===== src/common/epw_pkg.sv =====
// shared constants and state encoding of the external port write sequencer
package epw_pkg;

    // system clock rate; one system cycle is half of one external port clock
    localparam int          SYS_CLK_MHZ      = 125;
    localparam int          HALF_PER_CLK     = 2;

    // acknowledge tail: external port clocks from ack seen high to completion
    localparam int          ACK_TAIL_CLKS    = 2;
    localparam logic [2:0]  ACK_TAIL_HALVES  = 3'(ACK_TAIL_CLKS * HALF_PER_CLK);

    // extra data hold with write hold enabled: one external port clock
    localparam int          HOLD_CLKS        = 1;
    localparam int          HOLD_HALVES      = HOLD_CLKS * HALF_PER_CLK;

    // reset levels of the pins
    localparam logic        PIN_INACTIVE     = 1'b1;
    localparam logic        ACK_IDLE_LEVEL   = 1'b1;
    localparam logic        PHASE_RST        = 1'b0;

    // sequencer states
    typedef enum logic [2:0] {
        EPW_IDLE   = 3'b000,
        EPW_SETUP  = 3'b001,
        EPW_STROBE = 3'b010,
        EPW_REL    = 3'b011,
        EPW_HOLD   = 3'b100,
        EPW_GAP    = 3'b101
    } epw_state_t;

endpackage : epw_pkg


===== src/common/epw_sync_if.sv =====
// carrier between the acknowledge synchroniser and the sequencer
`timescale 1ns/100ps
interface epw_sync_if;
    logic raw;    // acknowledge pin level, asynchronous
    logic clean;  // settled, synchronised level

    modport sync (input raw, output clean);
    modport user (output raw, input clean);
endinterface : epw_sync_if


===== src/rtl/epw_write_port.sv =====
// external port write-cycle sequencer: chip select, address, strobe, data
`timescale 1ns/100ps
module epw_write_port
    import epw_pkg::*;
#(
    parameter int ADDR_W = 22,
    parameter int DATA_W = 16,
    parameter int WAIT_W = 3
) (
    input  wire logic              clk_i,
    input  wire logic              srst_i,
    input  wire logic              ce_i,
    input  wire logic              req_valid_i,
    input  wire logic [ADDR_W-1:0] req_addr_i,
    input  wire logic [DATA_W-1:0] req_data_i,
    input  wire logic [WAIT_W-1:0] wait_count_i,
    input  wire logic              use_wait_i,
    input  wire logic              use_ack_i,
    input  wire logic              write_hold_cycle_enable_i,
    input  wire logic              ack_i,
    output logic                   req_ready_o,
    output logic                   done_o,
    output logic                   peripheral_clock_output_o,
    output logic                   cs_n_o,
    output logic [ADDR_W-1:0]      addr_o,
    output logic                   wr_n_o,
    output logic [DATA_W-1:0]      data_o,
    output logic                   data_oe_n_o
);

    localparam int CNT_W = WAIT_W + 2;  // holds two halves per clock of up to 2^W clocks

    ////////////////////////////////////////////////////////////////////////
    // elaboration checks
    if (ADDR_W < 1 || DATA_W < 1 || WAIT_W < 1 || WAIT_W > 8) begin : g_bad_param
        $error("epw_write_port: unsupported width parameter");
    end

    ////////////////////////////////////////////////////////////////////////
    // declarations
    epw_state_t        state_r, state_nxt;   // sequencer
    logic              phase_r;              // divided port clock
    logic [CNT_W-1:0]  wait_left_r;          // halves left in strobe or hold
    logic [CNT_W-1:0]  wait_left_nxt;
    logic [CNT_W-1:0]  strobe_len;           // halves of strobe from waitstates
    logic [WAIT_W-1:0] wait_lat_r;           // latched waitstate count
    logic              ack_lat_r;            // latched ack mode
    logic              wait_lat_en_r;        // latched waitstate mode
    logic              hold_lat_r;           // latched write hold
    logic              ack_seen_r;           // ack seen high at a rise
    logic              ack_pend_r;           // ack seen low, awaiting high
    logic [2:0]        ack_tail_r;           // halves of ack tail left
    logic [ADDR_W-1:0] addr_r;
    logic [DATA_W-1:0] data_r;
    logic              cs_n_r, wr_n_r, oe_n_r, done_r;
    logic              ext_rise;             // port clock rises this cycle
    logic              accept;               // request taken
    logic              in_strobe;
    logic              wait_done;
    logic              ack_ok;
    logic              strobe_end;
    logic              ack_clean;
    logic              ack_low_now;          // ack sampled low at this port clock rise

    epw_sync_if sif ();

    ////////////////////////////////////////////////////////////////////////
    // acknowledge pin synchroniser
    assign sif.raw   = ack_i;
    assign ack_clean = sif.clean;

    epw_ack_sync u_ack_sync (
        .clk_i  (clk_i),
        .srst_i (srst_i),
        .ce_i   (ce_i),
        .sif    (sif)
    );

    ////////////////////////////////////////////////////////////////////////
    // decode; system clock runs at twice the port clock so half clocks exist
    assign ext_rise    = ce_i && (phase_r == 1'b0);
    assign req_ready_o = (state_r == EPW_IDLE);
    assign accept      = ce_i && req_valid_i && req_ready_o;
    assign in_strobe   = (state_r == EPW_STROBE);
    // base of one clock, one more per programmed waitstate
    assign strobe_len  = CNT_W'(HALF_PER_CLK) *
                         (CNT_W'(1) + (wait_lat_en_r ? CNT_W'(wait_lat_r) : CNT_W'(0)));
    assign wait_done   = (wait_left_r == CNT_W'(0));
    // without ack mode the ack pin is ignored entirely
    assign ack_low_now = ext_rise && !ack_clean;
    // a low sample at this rise holds the access even if ack was seen high before
    assign ack_ok      = !ack_lat_r ||
                         (ack_seen_r && (ack_tail_r == 3'h0) && !ack_low_now);
    assign strobe_end  = in_strobe && wait_done && ack_ok;

    ////////////////////////////////////////////////////////////////////////
    // next state
    always_comb begin
        state_nxt     = state_r;
        wait_left_nxt = wait_left_r;
        if (wait_left_r != CNT_W'(0)) begin
            wait_left_nxt = wait_left_r - CNT_W'(1);
        end
        case (state_r)
            EPW_IDLE: begin
                if (accept) begin
                    state_nxt = EPW_SETUP;  // select and address lead the strobe
                end
            end
            EPW_SETUP: begin
                state_nxt     = EPW_STROBE;
                wait_left_nxt = strobe_len - CNT_W'(1);
            end
            EPW_STROBE: begin
                if (strobe_end) begin
                    state_nxt = EPW_REL;
                end
            end
            EPW_REL: begin
                // one half after the strobe, select lets go; data too unless write hold is on
                if (hold_lat_r) begin
                    state_nxt     = EPW_HOLD;
                    wait_left_nxt = CNT_W'(HOLD_HALVES - 1);
                end else begin
                    state_nxt = EPW_GAP;
                end
            end
            EPW_HOLD: begin
                if (wait_done) begin
                    state_nxt = EPW_GAP;
                end
            end
            EPW_GAP: begin
                state_nxt = EPW_IDLE;       // keeps a port clock between strobes
            end
            default: begin
                state_nxt = EPW_IDLE;
            end
        endcase
    end

    ////////////////////////////////////////////////////////////////////////
    // sequencer and port clock divider
    always_ff @(posedge clk_i) begin
        if (srst_i) begin
            state_r     <= EPW_IDLE;
            wait_left_r <= '0;
            phase_r     <= PHASE_RST;
        end else if (ce_i) begin
            state_r     <= state_nxt;
            wait_left_r <= wait_left_nxt;
            phase_r     <= !phase_r;
        end
    end

    assign peripheral_clock_output_o = phase_r;

    ////////////////////////////////////////////////////////////////////////
    // request capture; settings are frozen for the whole access
    always_ff @(posedge clk_i) begin
        if (srst_i) begin
            addr_r        <= '0;
            data_r        <= '0;
            wait_lat_r    <= '0;
            wait_lat_en_r <= 1'b0;
            ack_lat_r     <= 1'b0;
            hold_lat_r    <= 1'b0;
        end else if (accept) begin
            addr_r        <= req_addr_i;
            data_r        <= req_data_i;
            wait_lat_r    <= wait_count_i;
            wait_lat_en_r <= use_wait_i;
            ack_lat_r     <= use_ack_i;
            hold_lat_r    <= write_hold_cycle_enable_i;
        end
    end

    ////////////////////////////////////////////////////////////////////////
    // acknowledge tracking, sampled only on port clock rises
    always_ff @(posedge clk_i) begin
        if (srst_i) begin
            ack_seen_r <= 1'b0;
            ack_pend_r <= 1'b0;
            ack_tail_r <= 3'h0;
        end else if (ce_i) begin
            if (!in_strobe) begin
                ack_seen_r <= 1'b0;
                ack_pend_r <= 1'b0;
                ack_tail_r <= 3'h0;
            end else begin
                if (ack_tail_r != 3'h0) begin
                    ack_tail_r <= ack_tail_r - 3'h1;
                end
                if (ext_rise && ack_lat_r) begin
                    if (!ack_clean) begin
                        ack_seen_r <= 1'b0;
                        ack_pend_r <= 1'b1;
                    end else if (ack_pend_r || !ack_seen_r) begin
                        ack_seen_r <= 1'b1;
                        ack_pend_r <= 1'b0;
                        // a stall already happened: finish after the tail
                        ack_tail_r <= ack_pend_r ? ACK_TAIL_HALVES : 3'h0;
                    end
                end
            end
        end
    end

    ////////////////////////////////////////////////////////////////////////
    // registered pin levels, decoded from the next state to avoid glitches; done from the current state
    always_ff @(posedge clk_i) begin
        if (srst_i) begin
            cs_n_r <= PIN_INACTIVE;
            wr_n_r <= PIN_INACTIVE;
            oe_n_r <= PIN_INACTIVE;
            done_r <= 1'b0;
        end else if (ce_i) begin
            cs_n_r <= !(state_nxt inside {EPW_SETUP, EPW_STROBE, EPW_REL});
            wr_n_r <= (state_nxt != EPW_STROBE);
            oe_n_r <= !(state_nxt inside {EPW_STROBE, EPW_REL, EPW_HOLD});
            done_r <= (state_r == EPW_GAP);
        end
    end

    assign cs_n_o      = cs_n_r;
    assign wr_n_o      = wr_n_r;
    assign data_oe_n_o = oe_n_r;
    assign addr_o      = addr_r;
    assign data_o      = data_r;
    assign done_o      = done_r && ce_i;

    logic [CNT_W:0] low_cnt_r;  // helper: cycles of strobe low
    always_ff @(posedge clk_i) begin
        if (srst_i) begin
            low_cnt_r <= '0;
        end else if (ce_i) begin
            low_cnt_r <= wr_n_r ? '0 : low_cnt_r + (CNT_W+1)'(1);
        end
    end
endmodule : epw_write_port


===== src/rtl/epw_ack_sync.sv =====
// three-stage synchroniser with agreement filter for the acknowledge pin
`timescale 1ns/100ps
module epw_ack_sync
    import epw_pkg::*;
(
    input  wire logic clk_i,
    input  wire logic srst_i,
    input  wire logic ce_i,
    epw_sync_if.sync  sif
);

    logic [2:0] stage_r;  // stage 0 is metastable, only stage 1 reads it
    logic       clean_r;  // filtered level

    ////////////////////////////////////////////////////////////////////////
    // shift chain; a change counts only once stages 1 and 2 agree
    always_ff @(posedge clk_i) begin
        if (srst_i) begin
            stage_r <= {3{ACK_IDLE_LEVEL}};
            clean_r <= ACK_IDLE_LEVEL;
        end else if (ce_i) begin
            stage_r <= {stage_r[1:0], sif.raw};
            if (stage_r[1] == stage_r[2]) begin
                clean_r <= stage_r[2];
            end
        end
    end

    assign sif.clean = clean_r;

endmodule : epw_ack_sync


===== config.mk =====
export PLATFORM = sky130hd
export DESIGN_NAME = epw_write_port
export DESIGN_NICKNAME = d
export VERILOG_FILES = /design/src/common/epw_pkg.sv /design/src/common/epw_sync_if.sv /design/src/rtl/epw_write_port.sv /design/src/rtl/epw_ack_sync.sv
export SDC_FILE = /design/constraint.sdc
export NUM_CORES = 1
export LEC_CHECK = 0
export BUFFER_PORTS_ARGS = -buffer_cell sky130_fd_sc_hd__buf_2
export CORE_MARGIN = 2
export CORE_UTILIZATION = 50
export DETAILED_ROUTE_END_ITERATION = 8
export GPL_ROUTABILITY_DRIVEN = 0
export PLACE_DENSITY_LB_ADDON = 0.12
export SYNTH_ARGS = -nofsm -noshare
export SYNTH_HDL_FRONTEND = slang
export SYNTH_SLANG_ARGS = --single-unit

===== constraint.sdc =====
create_clock -name clk_i -period 2.5 [get_ports clk_i]
set_input_delay 0.375 -clock clk_i [delete_from_list [all_inputs] [get_ports clk_i]]
set_output_delay 0.375 -clock clk_i [all_outputs]
set_load 0.02 [all_outputs]

==> impl_results.md, run 1 <==
- Status: completed
- Starting utilization of the core area: 0.517
- Clk Tree Root Cell: sky130_fd_sc_hd__clkbuf_8
- Gate Count Post-Synth: 347
- Clock-pin transition on the worst setup and hold timing paths: 0.07 ns
- Setup WS post-layout: 0.697 ns
- R2R Setup Slk: 0.70 ns
- Fraction of layout cells with a size suffix above 1: 0.267
- Core area: 5470 sq um
- Kind of start point of the critical path: register
- Critical path fanouts, max: 4
- Setup Skew: 0.00633 ns
- Depth of the worst register-to-register path: 6
- Count of max-cap constraint violations: 0
- Filler Cells Inserted: 525
- Via-per-instance ratio: 5.12
- Timing-limited maximum frequency: 555 MHz
- Required time of the critical path: 2.73 ns
- Static power due to leakage: 1.52 nW
- Final net count: 484
- Global-route total usage across every layer: 0.210
- Maximum resistive drop on vdd: 479 uV
- Category of the worst setup path capture point: register
- Internal power of the cells: 2.02 mW
- P_sw: 0.807 mW
- Class of the most critical hold timing path: primary input to register
- Mapped Nets: 401
- Total clock buffers created by CTS: 9
- Sw Share: 0.285
- Remaining DRCs: 0
- Total congestion overflow after global routing: 0
- Unrepaired setup endpoints after global routing: no
- DIE WIDTH: 79.2 um
- Top cells by area in the synthesized netlist: sky130_fd_sc_hd__dfxtp_1 (47%), sky130_fd_sc_hd__nand2_1 (13%), sky130_fd_sc_hd__a21oi_1 (10%)
- Top cells by instance count after synthesis: sky130_fd_sc_hd__nand2_1 (99), sky130_fd_sc_hd__dfxtp_1 (66), sky130_fd_sc_hd__a21oi_1 (57)
- Number of endpoints with negative hold slack in the final report: 0
- Die Area: 6280 sq um
- CTS hold repair buffers: 0
- Share of synthesized registers carrying an async set or reset: 0
- Worst Min Path Start: req_addr_i[1]
- Routed len/inst: 12.4 um
- Final HPWL DP: 4260 um
- CTS tree: built
- Antenna viol nets, final: 0
- Endpoint of the worst hold path: addr_o[1]$_SDFFE_PP0P_
- Critical R2R Capture: wait_left_r[2]$_SDFFE_PP0P_
- Measured slew at the worst slew-check pin: 0.524 ns
- DP Worst Slack: 0.735 ns
- Register share of total power: 0.425
- Placement row count: 27
- Fraction of synthesized cell area taken by the top area cell type: 0.467
- Synthesized cell area: 2830 sq um
- Violation count after the first detailed-routing iteration: 139
- Part of the power in combinational logic: 0.216
- Final min period: 1.80 ns
- Worst Path Class, Setup: register to register
- Antenna violations before repair: 0
- Total negative slack: 0 ns
- Data arrival time of the worst path: 2.03 ns
- Post-synthesis average cell area: 8.15 sq um
- Number of iterations in the first detailed-routing pass: 4
- Area Overhead vs Synth: 23.5%
- Layout Cells excl Fill: 507
- Number of levels in the clock H-tree: 3
- I/O pin cnt: 93
- # Post-CTS Setup Buffers: 0
- Min-Delay Path Depth: 3
- Critical register-to-register path startpoint: wait_left_r[0]$_SDFFE_PP0P_
- Maximum number of pins on one net before global-route repair: 52
- Worst hold slack: 0.267 ns
- Max-slew violations: 0
- Post-synthesis cell type count: 46
- Sequential element share of the synthesized area: 0.467
- Post-detailed-placement cell area: 3270 sq um
- Clock Power Share: 0.358
- Number of sinks driven by the clock tree: 66
- Count of antenna diodes in the layout: 0
- Overall via count from detail_route: 2597
- Max Root-Sink Buffers: 2
- Number of cells after detailed placement: 491
- Count leader, synth: sky130_fd_sc_hd__nand2_1
- PwrDens: 810 nW/um^2
- Portion of the clock cycle consumed by the worst path in the final layout: 0.721
- Wire length after detailed routing: 6300 um
- Vias in the first global route: 2394
- #FFs+latches synth: 66
- IO buf count: 92
- EDFF count, synth: 0
- Post-cts sizing count: 0
- Wire length of the first global-routing pass: 10500 um
- Yosys synthesis warning count: 0
- Most common flop cell mapped by yosys: sky130_fd_sc_hd__dfxtp_1
- Final-report setup violation count: 0
- Floorplan die height: 79.2 um
- Source-to-sink clock delay at the later pin of the worst-skew pair: 0.33 ns
- Relative slew margins: 0.651
- Cell area after layout: 3490 sq um
- Library cell with the largest summed area after synthesis: sky130_fd_sc_hd__dfxtp_1
==> cells by family (layout without fill, tap and decap cells) <==
| logic type | Yosys count | after routing | synth area share |
|---|---|---|---|
| simple gates | 143 | 143 | 0.230 |
| compound gates | 91 | 91 | 0.190 |
| flops | 66 | 66 | 0.467 |
| buf+inv | 33 | 121 | 0.0615 |
| fa+ha+maj | 5 | 5 | 0.0221 |
| mux | 5 | 5 | 0.0177 |
| xor+xnor | 4 | 4 | 0.0124 |
==> sequential cells by signal (all words and copies together) (netlist names), 3 cells and up <==
signal	cells
ack_tail_r	3
wait_left_r	5
state_r	3
addr_o	22
data_o	16
u_ack_sync.stage_r	3
wait_lat_r	3
==> worst max-delay path, stage by stage (launching register included) <==
cell	delay [ns]
sky130_fd_sc_hd__dfxtp_1	0.33
sky130_fd_sc_hd__inv_1	0.12
sky130_fd_sc_hd__ha_1	0.20
sky130_fd_sc_hd__nor4b_1	0.41
sky130_fd_sc_hd__a21oi_1	0.13
sky130_fd_sc_hd__a32o_1	0.29
sky130_fd_sc_hd__a32o_2	0.22
==> power groups by stage <==
stage	logic (mW)	clock network, mW	registers, mW
CTS	0.614	1.04	1.20
floorplan	0.419	0	1.26
detailed placement	0.609	0	1.22
finish	0.613	1.01	1.20
global placement	0.597	0	1.22
global route	0.684	1.07	1.21
==> worst max-delay path by stage <==
stage	start	to	slack, ns	depth (start not counted)
2_1_floorplan	wait_left_r[0]$_SDFFE_PP0P_	wait_left_r[3]$_SDFFE_PP0P_	0.94	6
3_3_place_gp	ce_i	wait_lat_r[2]$_SDFFE_PP0P_	0.79	5
3_5_place_dp	wait_left_r[0]$_SDFFE_PP0P_	wait_left_r[2]$_SDFFE_PP0P_	0.74	6
4_1_cts	wait_left_r[0]$_SDFFE_PP0P_	wait_left_r[2]$_SDFFE_PP0P_	0.71	6
5_1_grt	wait_left_r[0]$_SDFFE_PP0P_	wait_left_r[2]$_SDFFE_PP0P_	0.61	6
6_report	wait_left_r[0]$_SDFFE_PP0P_	wait_left_r[2]$_SDFFE_PP0P_	0.70	6
==> per-layer routing <==
| metal | GRT usage | up-vias | wire [um] |
|---|---|---|---|
| li1 | - | 1349 | - |
| met1 | 0.249 | 1171 | 2850 |
| met2 | 0.342 | 64 | 2940 |
| met3 | 0.0648 | 13 | 372 |
| met4 | 0.107 | 0 | 138 |
| met5 | 0 | - | 0 |
==> per-stage QoR <==
stage / utilization / power [mW]
final: 0.639 / 2.83
after global routing: 0.639 / 2.97
after CTS: 0.639 / 2.86
after detailed placement: 0.597 / 1.83
after global placement: 0.597 / 1.82
after floorplan: - / 1.67
==> area by class of cell <==
cell class | count | area (sq um) | share of cell area
well taps | 72 | 90.1 | 0.0258
repair buffers | 95 | 483 | 0.138
multi-input cells | 248 | 1330 | 0.382
flip-flops and latches | 66 | 1320 | 0.378
inverters | 10 | 37.5 | 0.0107
clock inverters | 4 | 73.8 | 0.0211
clock buffers | 12 | 155 | 0.0444
==> cells in the final DEF, fill, tap and decap left out, drive strengths merged, types with 5 or more instances in the layout <==
cell and n:
o21ai 15, nand2 99, clkbuf 12, ha 5, a21oi 57, buf 95, dfxtp 66, mux2i 5
inv 10, nor2 11
No activity file was read; power rests on OpenSTA's default activity.
==> run 2: changes to the inputs <==
--- a/config.mk
+++ b/config.mk
@@ -5,9 +5,10 @@
 export SDC_FILE = /design/constraint.sdc
 export NUM_CORES = 1
 export LEC_CHECK = 0
+export ABC_AREA = 1
 export BUFFER_PORTS_ARGS = -buffer_cell sky130_fd_sc_hd__buf_2
 export CORE_MARGIN = 2
-export CORE_UTILIZATION = 50
+export CORE_UTILIZATION = 46
 export DETAILED_ROUTE_END_ITERATION = 8
 export GPL_ROUTABILITY_DRIVEN = 0
 export PLACE_DENSITY_LB_ADDON = 0.12
==> constraint.sdc (replaced) <==
create_clock -name clk_i -period 1.65 [get_ports clk_i]
set_input_delay 0.2475 -clock clk_i [delete_from_list [all_inputs] [get_ports clk_i]]
set_output_delay 0.2475 -clock clk_i [all_outputs]
set_load 0.02 [all_outputs]
==> impl_results.md, run 2 <==
- Status: completed
- # Post-CTS Setup Buffers: 0 (unchanged)
- Category of the worst setup path capture point: primary output
- Number of sinks driven by the clock tree: 66 (unchanged)
- Portion of the clock cycle consumed by the worst path in the final layout: 0.938
- Critical path fanouts, max: 15 (+11)
- Wire length after detailed routing: 6980 um (+11%)
- Cell area after layout: 3710 sq um (+6.3%)
- Sw Share: 0.287 (+0.00216)
- Count leader, synth: sky130_fd_sc_hd__nand2_1
- Layout Cells excl Fill: 553 (+9.1%)
- CTS hold repair buffers: 0 (unchanged)
- Fraction of synthesized cell area taken by the top area cell type: 0.435 (-0.0321)
- Overall via count from detail_route: 2807 (+8.1%)
- Commonest non-fill, non-tap cell in the layout: sky130_fd_sc_hd__buf_2
- Required time of the critical path: 1.40 ns (-1.33 ns)
- Timing-limited maximum frequency: 646 MHz
- Maximum resistive drop on vdd: 536 uV (+12%)
- I/O pin cnt: 93 (unchanged)
- Most frequent cells in the layout: sky130_fd_sc_hd__buf_2 (92), sky130_fd_sc_hd__nand2_1 (69), sky130_fd_sc_hd__dfxtp_1 (65)
- Post-synthesis cell type count: 30 (-35%)
- Flip-flop count of the largest register, all copies and words added: 22 (unchanged)
- Total negative slack: 0 ns (unchanged)
- Vias in the first global route: 2664 (+11%)
- Count of max-cap constraint violations: 0 (unchanged)
- Total clock buffers created by CTS: 9 (unchanged)
- Clock-pin transition on the worst setup and hold timing paths: 0.08 ns (about the same)
- Violation count after the first detailed-routing iteration: 99 (-29%)
- Peak-usage layer in the global routing report: met2
- GR Util met3: 0.0554 (-0.00933)
- Core area: 6390 sq um (+17%)
- Antenna violations before repair: 0 (unchanged)
- Placement row count: 29 (+7.4%)
- Remaining DRCs: 0 (unchanged)
- Number of endpoints with negative hold slack in the final report: 0 (unchanged)
- Number of cells after detailed placement: 537 (+9.4%)
- Wire length of the first global-routing pass: 11900 um (+14%)
- Clk Tree Root Cell: sky130_fd_sc_hd__clkbuf_8
- Unrepaired setup endpoints after global routing: no
- Worst Path Class, Setup: register to primary output
- Mapped Nets: 438 (+9.2%)
- EDFF count, synth: 0 (unchanged)
- #FFs+latches synth: 66 (unchanged)
- Class of the most critical hold timing path: primary input to register
- Fraction of layout cells with a size suffix above 1: 0.357 (+0.0905)
- Share of synthesized registers carrying an async set or reset: 0 (unchanged)
- Internal power of the cells: 2.83 mW (+40%)
- Gate Count Post-Synth: 384 (+11%)
- Data arrival time of the worst path: 1.30 ns (-0.73 ns)
- Synthesized cell area: 3040 sq um (+7.4%)
- Final-report setup violation count: 0 (unchanged)
- Final net count: 525 (+8.5%)
- Antenna viol nets, final: 0 (unchanged)
- Source-to-sink clock delay at the later pin of the worst-skew pair: 0.34 ns (about the same)
- Part of the power in combinational logic: 0.170 (-0.046)
- Register share of total power: 0.442 (+0.017)
- Number of levels in the clock H-tree: 3 (unchanged)
- Final min period: 1.55 ns
- Maximum number of pins on one net before global-route repair: 53 (+1.9%)
- Yosys synthesis warning count: 0 (unchanged)
- Routed len/inst: 12.6 um (+1.5%)
- Setup Skew: 0.00874 ns (+0.00241 ns)
- Top cells by instance count after synthesis: sky130_fd_sc_hd__nand2_1 (69), sky130_fd_sc_hd__dfxtp_1 (66), sky130_fd_sc_hd__nand3_1 (57)
- Total congestion overflow after global routing: 0 (unchanged)
- Starting utilization of the core area: 0.476 (-0.0412)
- P_sw: 1.14 mW (+41%)
- Met2 track demand over resource: 0.315 (-0.0277)
- IO buf count: 92 (unchanged)
- CTS tree: built
- Clock Power Share: 0.389 (+0.031)
- Floorplan die height: 85.3 um (+7.6%)
- Area Overhead vs Synth: 22.2%
- PwrDens: 1070 nW/um^2 (+32%)
- Via-per-instance ratio: 5.08 (-0.90%)
- Library cell with the largest summed area after synthesis: sky130_fd_sc_hd__dfxtp_1
- M1 GR Usage: 0.265 (+0.0153)
- Relative slew margins: 0.673 (+0.0223)
- Number of iterations in the first detailed-routing pass: 4 (unchanged)
- Max-slew violations: 0 (unchanged)
- Final HPWL DP: 4780 um (+12%)
- Global-route total usage across every layer: 0.201 (-0.00887)
- Static power due to leakage: 1.69 nW (+11%)
- DIE WIDTH: 85.3 um (+7.6%)
- Most common flop cell mapped by yosys: sky130_fd_sc_hd__dfxtp_1
- Sequential element share of the synthesized area: 0.435 (-0.0321)
- Post-detailed-placement cell area: 3480 sq um (+6.6%)
- Post-layout utilization of the core: 0.582 (-0.0570)
- Top cells by area in the synthesized netlist: sky130_fd_sc_hd__dfxtp_1 (43%), sky130_fd_sc_hd__nand3_1 (9.4%), sky130_fd_sc_hd__nand2_1 (8.5%)
- Measured slew at the worst slew-check pin: 0.490 ns (-0.0340 ns)
- Post-cts sizing count: 0 (unchanged)
- Max Root-Sink Buffers: 2 (unchanged)
- Die Area: 7270 sq um (+16%)
- Count of antenna diodes in the layout: 0 (unchanged)
- Kind of start point of the critical path: register
- Post-synthesis average cell area: 7.91 sq um (-3.0%)
-- run 2: changes by cell type after synthesis, moves of 6 or more --
cell / previous run / this run
sky130_fd_sc_hd__a21oi_1: 57 / 40
sky130_fd_sc_hd__nand2_2: 0 / 21
sky130_fd_sc_hd__o21ai_0: 7 / 13
sky130_fd_sc_hd__nand2_1: 99 / 69
sky130_fd_sc_hd__inv_1: 10 / 29
sky130_fd_sc_hd__nand3_1: 3 / 57
sky130_fd_sc_hd__o21ai_1: 7 / 0
sky130_fd_sc_hd__a21oi_2: 0 / 22
-- run 2: area by class of cell --
| class | instances | area (sq um) |
|---|---|---|
| fillers | 624 | 2670 |
| multi-input cells | 262 | 1410 |
| flip-flops and latches | 66 | 1320 |
| repair buffers | 100 | 537 |
| clock buffers | 10 | 138 |
| inverters | 32 | 120 |
| well taps | 77 | 96.3 |
| clock inverters | 6 | 90.1 |
-- run 2: per-stage QoR --
| step | hold slack, ns | power, mW | worst slack, ns |
|---|---|---|---|
| after floorplan | 0.374 | 2.29 | 0.414 |
| after global placement | 0.446 | 2.46 | 0.277 |
| after detailed placement | 0.456 | 2.47 | 0.255 |
| after CTS | 0.116 | 4.00 | 0.0239 |
| after global routing | 0.135 | 4.18 | 0.0314 |
| final | 0.123 | 3.97 | 0.102 |
-- run 2: routing by layer --
metal | share of wire | wire, um
met1 | 0.46 | 3240
met4 | 0.012 | 81
met3 | 0.060 | 419
met2 | 0.46 | 3240
met5 | 0 | 0
-- run 2: cells by family (layout without fill, tap and decap cells) --
kind of cell             Yosys count  in the layout  synth area share
XOR/XNOR                           3              3           0.00865
AND/OR/NAND/NOR                  172            172             0.266
flip-flops                        66             66             0.435
buffers and inverters             56            148             0.101
AO/OA/AOI/OAI                     82             82             0.169
adder cells (fa/ha/maj)            5              5            0.0206
-- run 2: final timing paths --
path | from | slack [ns] | cells past startpoint | to
worst max-delay path | state_r[1]$_SDFFE_PP0P_ | 0.10 | 3 | req_ready_o
worst min-delay path | ack_i | 0.12 | 3 | u_ack_sync.stage_r[0]$_SDFFE_PP1P_
worst max register to register | wait_left_r[0]$_SDFFE_PP0P_ | 0.23 | 10 | wr_n_o$_SDFFE_PP1P_
worst min register to register | data_o[11]$_SDFFE_PP0P_ | 0.47 | 2 | data_o[11]$_SDFFE_PP0P_
-- run 2: critical path: stages, from the launching register on --
cell and delay [ns]:
sky130_fd_sc_hd__dfxtp_1 0.39, sky130_fd_sc_hd__nor3_4 0.22, sky130_fd_sc_hd__buf_6 0.18, sky130_fd_sc_hd__buf_2 0.18
-- run 2: power by group through the flow --
stage	Clock (mW)	Combinational, mW	Sequential (mW)
floorplan	0	0.454	1.84
global placement	0	0.668	1.79
detailed placement	0	0.676	1.79
CTS	1.57	0.679	1.75
global route	1.65	0.759	1.77
finish	1.54	0.675	1.75
==> run 3: changes to the inputs <==
--- a/config.mk
+++ b/config.mk
@@ -9,6 +9,7 @@
 export BUFFER_PORTS_ARGS = -buffer_cell sky130_fd_sc_hd__buf_2
 export CORE_MARGIN = 2
 export CORE_UTILIZATION = 46
+export CTS_BUF_LIST = sky130_fd_sc_hd__clkbuf_16
 export DETAILED_ROUTE_END_ITERATION = 8
 export GPL_ROUTABILITY_DRIVEN = 0
 export PLACE_DENSITY_LB_ADDON = 0.12
==> impl_results.md, run 3 (same netlist as run 2, synthesis figures left out) <==
- Status: completed
- Static power due to leakage: 1.73 nW (+2.4%)
- CTS tree: built
- Placement row count: 29 (unchanged)
- Starting utilization of the core area: 0.476 (unchanged)
- Clk Tree Root Cell: sky130_fd_sc_hd__clkbuf_16
- Total number of cells along the worst setup path: 3 (unchanged)
- Final min period: 1.56 ns (+0.0154 ns)
- Setup WS post-layout: 0.0870 ns (-0.0154 ns)
- Post-layout utilization of the core: 0.596 (+0.0141)
- Number of sinks driven by the clock tree: 66 (unchanged)
- Final Power: 4.46 mW (+12%)
- Cell area after layout: 3800 sq um (+2.4%)
- Number of levels in the clock H-tree: 3 (unchanged)
- Worst hold slack: 0.136 ns (+0.0125 ns)
- Master of the slowest instance on the critical path: sky130_fd_sc_hd__dfxtp_1
- Die Area: 7270 sq um (unchanged)
- Most frequent cells in the layout: sky130_fd_sc_hd__buf_2 (92), sky130_fd_sc_hd__nand2_1 (69), sky130_fd_sc_hd__dfxtp_1 (66)
- Unrepaired setup endpoints after global routing: no
- Core area: 6390 sq um (unchanged)
- Maximum number of pins on one net before global-route repair: 53 (unchanged)
- Critical register-to-register path startpoint: wait_left_r[0]$_SDFFE_PP0P_
- Layout Cells excl Fill: 553 (unchanged)
- Kind of start point of the critical path: register
- Maximum resistive drop on vdd: 718 uV (+34%)
- Max-slew violations: 0 (unchanged)
- Number of buffer and inverter instances along the worst setup path: 2 (unchanged)
- Data arrival time of the worst path: 1.32 ns (+0.02 ns)
- Class of the most critical hold timing path: primary input to register
- Violation count after the first detailed-routing iteration: 81 (-18%)
- Via-per-instance ratio: 5.08 (+0.11%)
- Max Root-Sink Buffers: 2 (unchanged)
- Total negative slack: 0 ns (unchanged)
- Crit-path cells: nor3_4 -> buf_6 -> buf_2
- Routed len/inst: 12.6 um (-0.43%)
- Flip-flop count of the largest register, all copies and words added: 22 (unchanged)
- Endpoint of the worst hold path: u_ack_sync.stage_r[0]$_SDFFE_PP1P_
- Fraction of layout cells with a size suffix above 1: 0.353 (-0.00420)
- Count of max-cap constraint violations: 0 (unchanged)
- Clock-pin transition on the worst setup and hold timing paths: 0.06 ns (-0.02 ns)
- Measured slew at the worst slew-check pin: 0.502 ns (+0.0116 ns)
- Final-report setup violation count: 0 (unchanged)
- Final net count: 525 (unchanged)
- Count of antenna diodes in the layout: 0 (unchanged)
- Area Overhead vs Synth: 25.2%
- PwrDens: 1170 nW/um^2 (+9.5%)
- Post-cts sizing count: 0 (unchanged)
- Floorplan die height: 85.3 um (unchanged)
- Setup Skew: 0.00539 ns (-0.00334 ns)
- Timing-limited maximum frequency: 640 MHz (-0.99%)
- Wire length of the first global-routing pass: 12000 um (+0.52%)
- Critical R2R Capture: wr_n_o$_SDFFE_PP1P_
- Remaining DRCs: 0 (unchanged)
- Worst Path Class, Setup: register to primary output
- Number of cells after detailed placement: 537 (unchanged)
- R2R Setup Slk: 0.23 ns (about the same)
- DIE WIDTH: 85.3 um (unchanged)
- Overall via count from detail_route: 2810 (+0.11%)
- Total congestion overflow after global routing: 0 (unchanged)
- Number of iterations in the first detailed-routing pass: 4 (unchanged)
- Min-Delay Path Depth: 3 (unchanged)
- Critical path fanouts, max: 15 (unchanged)
- Vias in the first global route: 2680 (+0.60%)
- Dominant delay contributor by cell family on the critical path: flip-flops
- Category of the worst setup path capture point: primary output
- Post-detailed-placement cell area: 3480 sq um (unchanged)
- Required time of the critical path: 1.40 ns (about the same)
- Global-route total usage across every layer: 0.203 (+0.00215)
- Total clock buffers created by CTS: 9 (unchanged)
- Stage delay of the slowest cell on the critical path: 0.39 ns (about the same)
- Worst Min Path Start: ack_i
- # Post-CTS Setup Buffers: 0 (unchanged)
- DP Worst Slack: 0.255 ns (unchanged)
- IO buf count: 92 (unchanged)
- Relative slew margins: 0.665 (-0.00773)
- Antenna viol nets, final: 0 (unchanged)
- I/O pin cnt: 93 (unchanged)
- Depth of the worst register-to-register path: 10 (unchanged)
- Portion of the clock cycle consumed by the worst path in the final layout: 0.947 (+0.00934)
- Commonest non-fill, non-tap cell in the layout: sky130_fd_sc_hd__buf_2
- Filler Cells Inserted: 616 (-1.3%)
- Number of endpoints with negative hold slack in the final report: 0 (unchanged)
- Wire length after detailed routing: 6950 um (-0.43%)
- Antenna violations before repair: 0 (unchanged)
- CTS hold repair buffers: 0 (unchanged)
- Final HPWL DP: 4780 um (unchanged)
- Source-to-sink clock delay at the later pin of the worst-skew pair: 0.33 ns (about the same)
==> run 3: cell types whose count changed in the layout (fill, tap and decap cells not counted) <==
| cell | delta |
|---|---|
| sky130_fd_sc_hd__dfxtp_1 | +1 |
| sky130_fd_sc_hd__clkbuf_16 | +9 |
| sky130_fd_sc_hd__dfxtp_2 | -1 |
| sky130_fd_sc_hd__clkinv_1 | +1 |
| sky130_fd_sc_hd__clkbuf_8 | -10 |
==> run 3: final cells by class <==
cell class | instances | area [sq um] | share of cell area
inverters | 32 | 120 | 0.0316
clock buffers | 9 | 225 | 0.0592
clock inverters | 7 | 93.8 | 0.0247
multi-input cells | 262 | 1410 | 0.371
flip-flops and latches | 66 | 1320 | 0.347
repair buffers | 100 | 537 | 0.141
well taps | 77 | 96.3 | 0.0253
==> run 3: worst max path at each step <==
stage | start | to
6_report | state_r[0]$_SDFFE_PP0P_ | req_ready_o
5_1_grt | state_r[0]$_SDFFE_PP0P_ | req_ready_o
4_1_cts | state_r[0]$_SDFFE_PP0P_ | req_ready_o
3_5_place_dp | wait_left_r[0]$_SDFFE_PP0P_ | wr_n_o$_SDFFE_PP1P_
3_3_place_gp | wait_left_r[1]$_SDFFE_PP0P_ | wr_n_o$_SDFFE_PP1P_
2_1_floorplan | wait_left_r[0]$_SDFFE_PP0P_ | wr_n_o$_SDFFE_PP1P_
==> run 3: worst min-delay path: cells and delay by family <==
| family | cells | cell delay (ns) |
|---|---|---|
| simple gates | 2 | 0.10 |
| buf+inv | 1 | 0.08 |
==> run 3: report_power, final <==
| group | leakage (nW) | internal, mW | total, mW | switching (mW) |
|---|---|---|---|---|
| Clock | 0.153 | 1.32 | 2.02 | 0.706 |
| Sequential | 0.540 | 1.69 | 1.76 | 0.0692 |
| Combinational | 1.04 | 0.252 | 0.675 | 0.423 |
| Total | 1.73 | 3.26 | 4.46 | 1.20 |
==> run 3: per-layer routing <==
layer  part of all wire  track usage  vias up  wire length, um
li1                   -            -     1438                -
met1               0.45        0.262     1291             3150
met2               0.47        0.316       71             3270
met3              0.063       0.0710       10              435
met4              0.013       0.0707        0               91
met5                  0            0        -                0
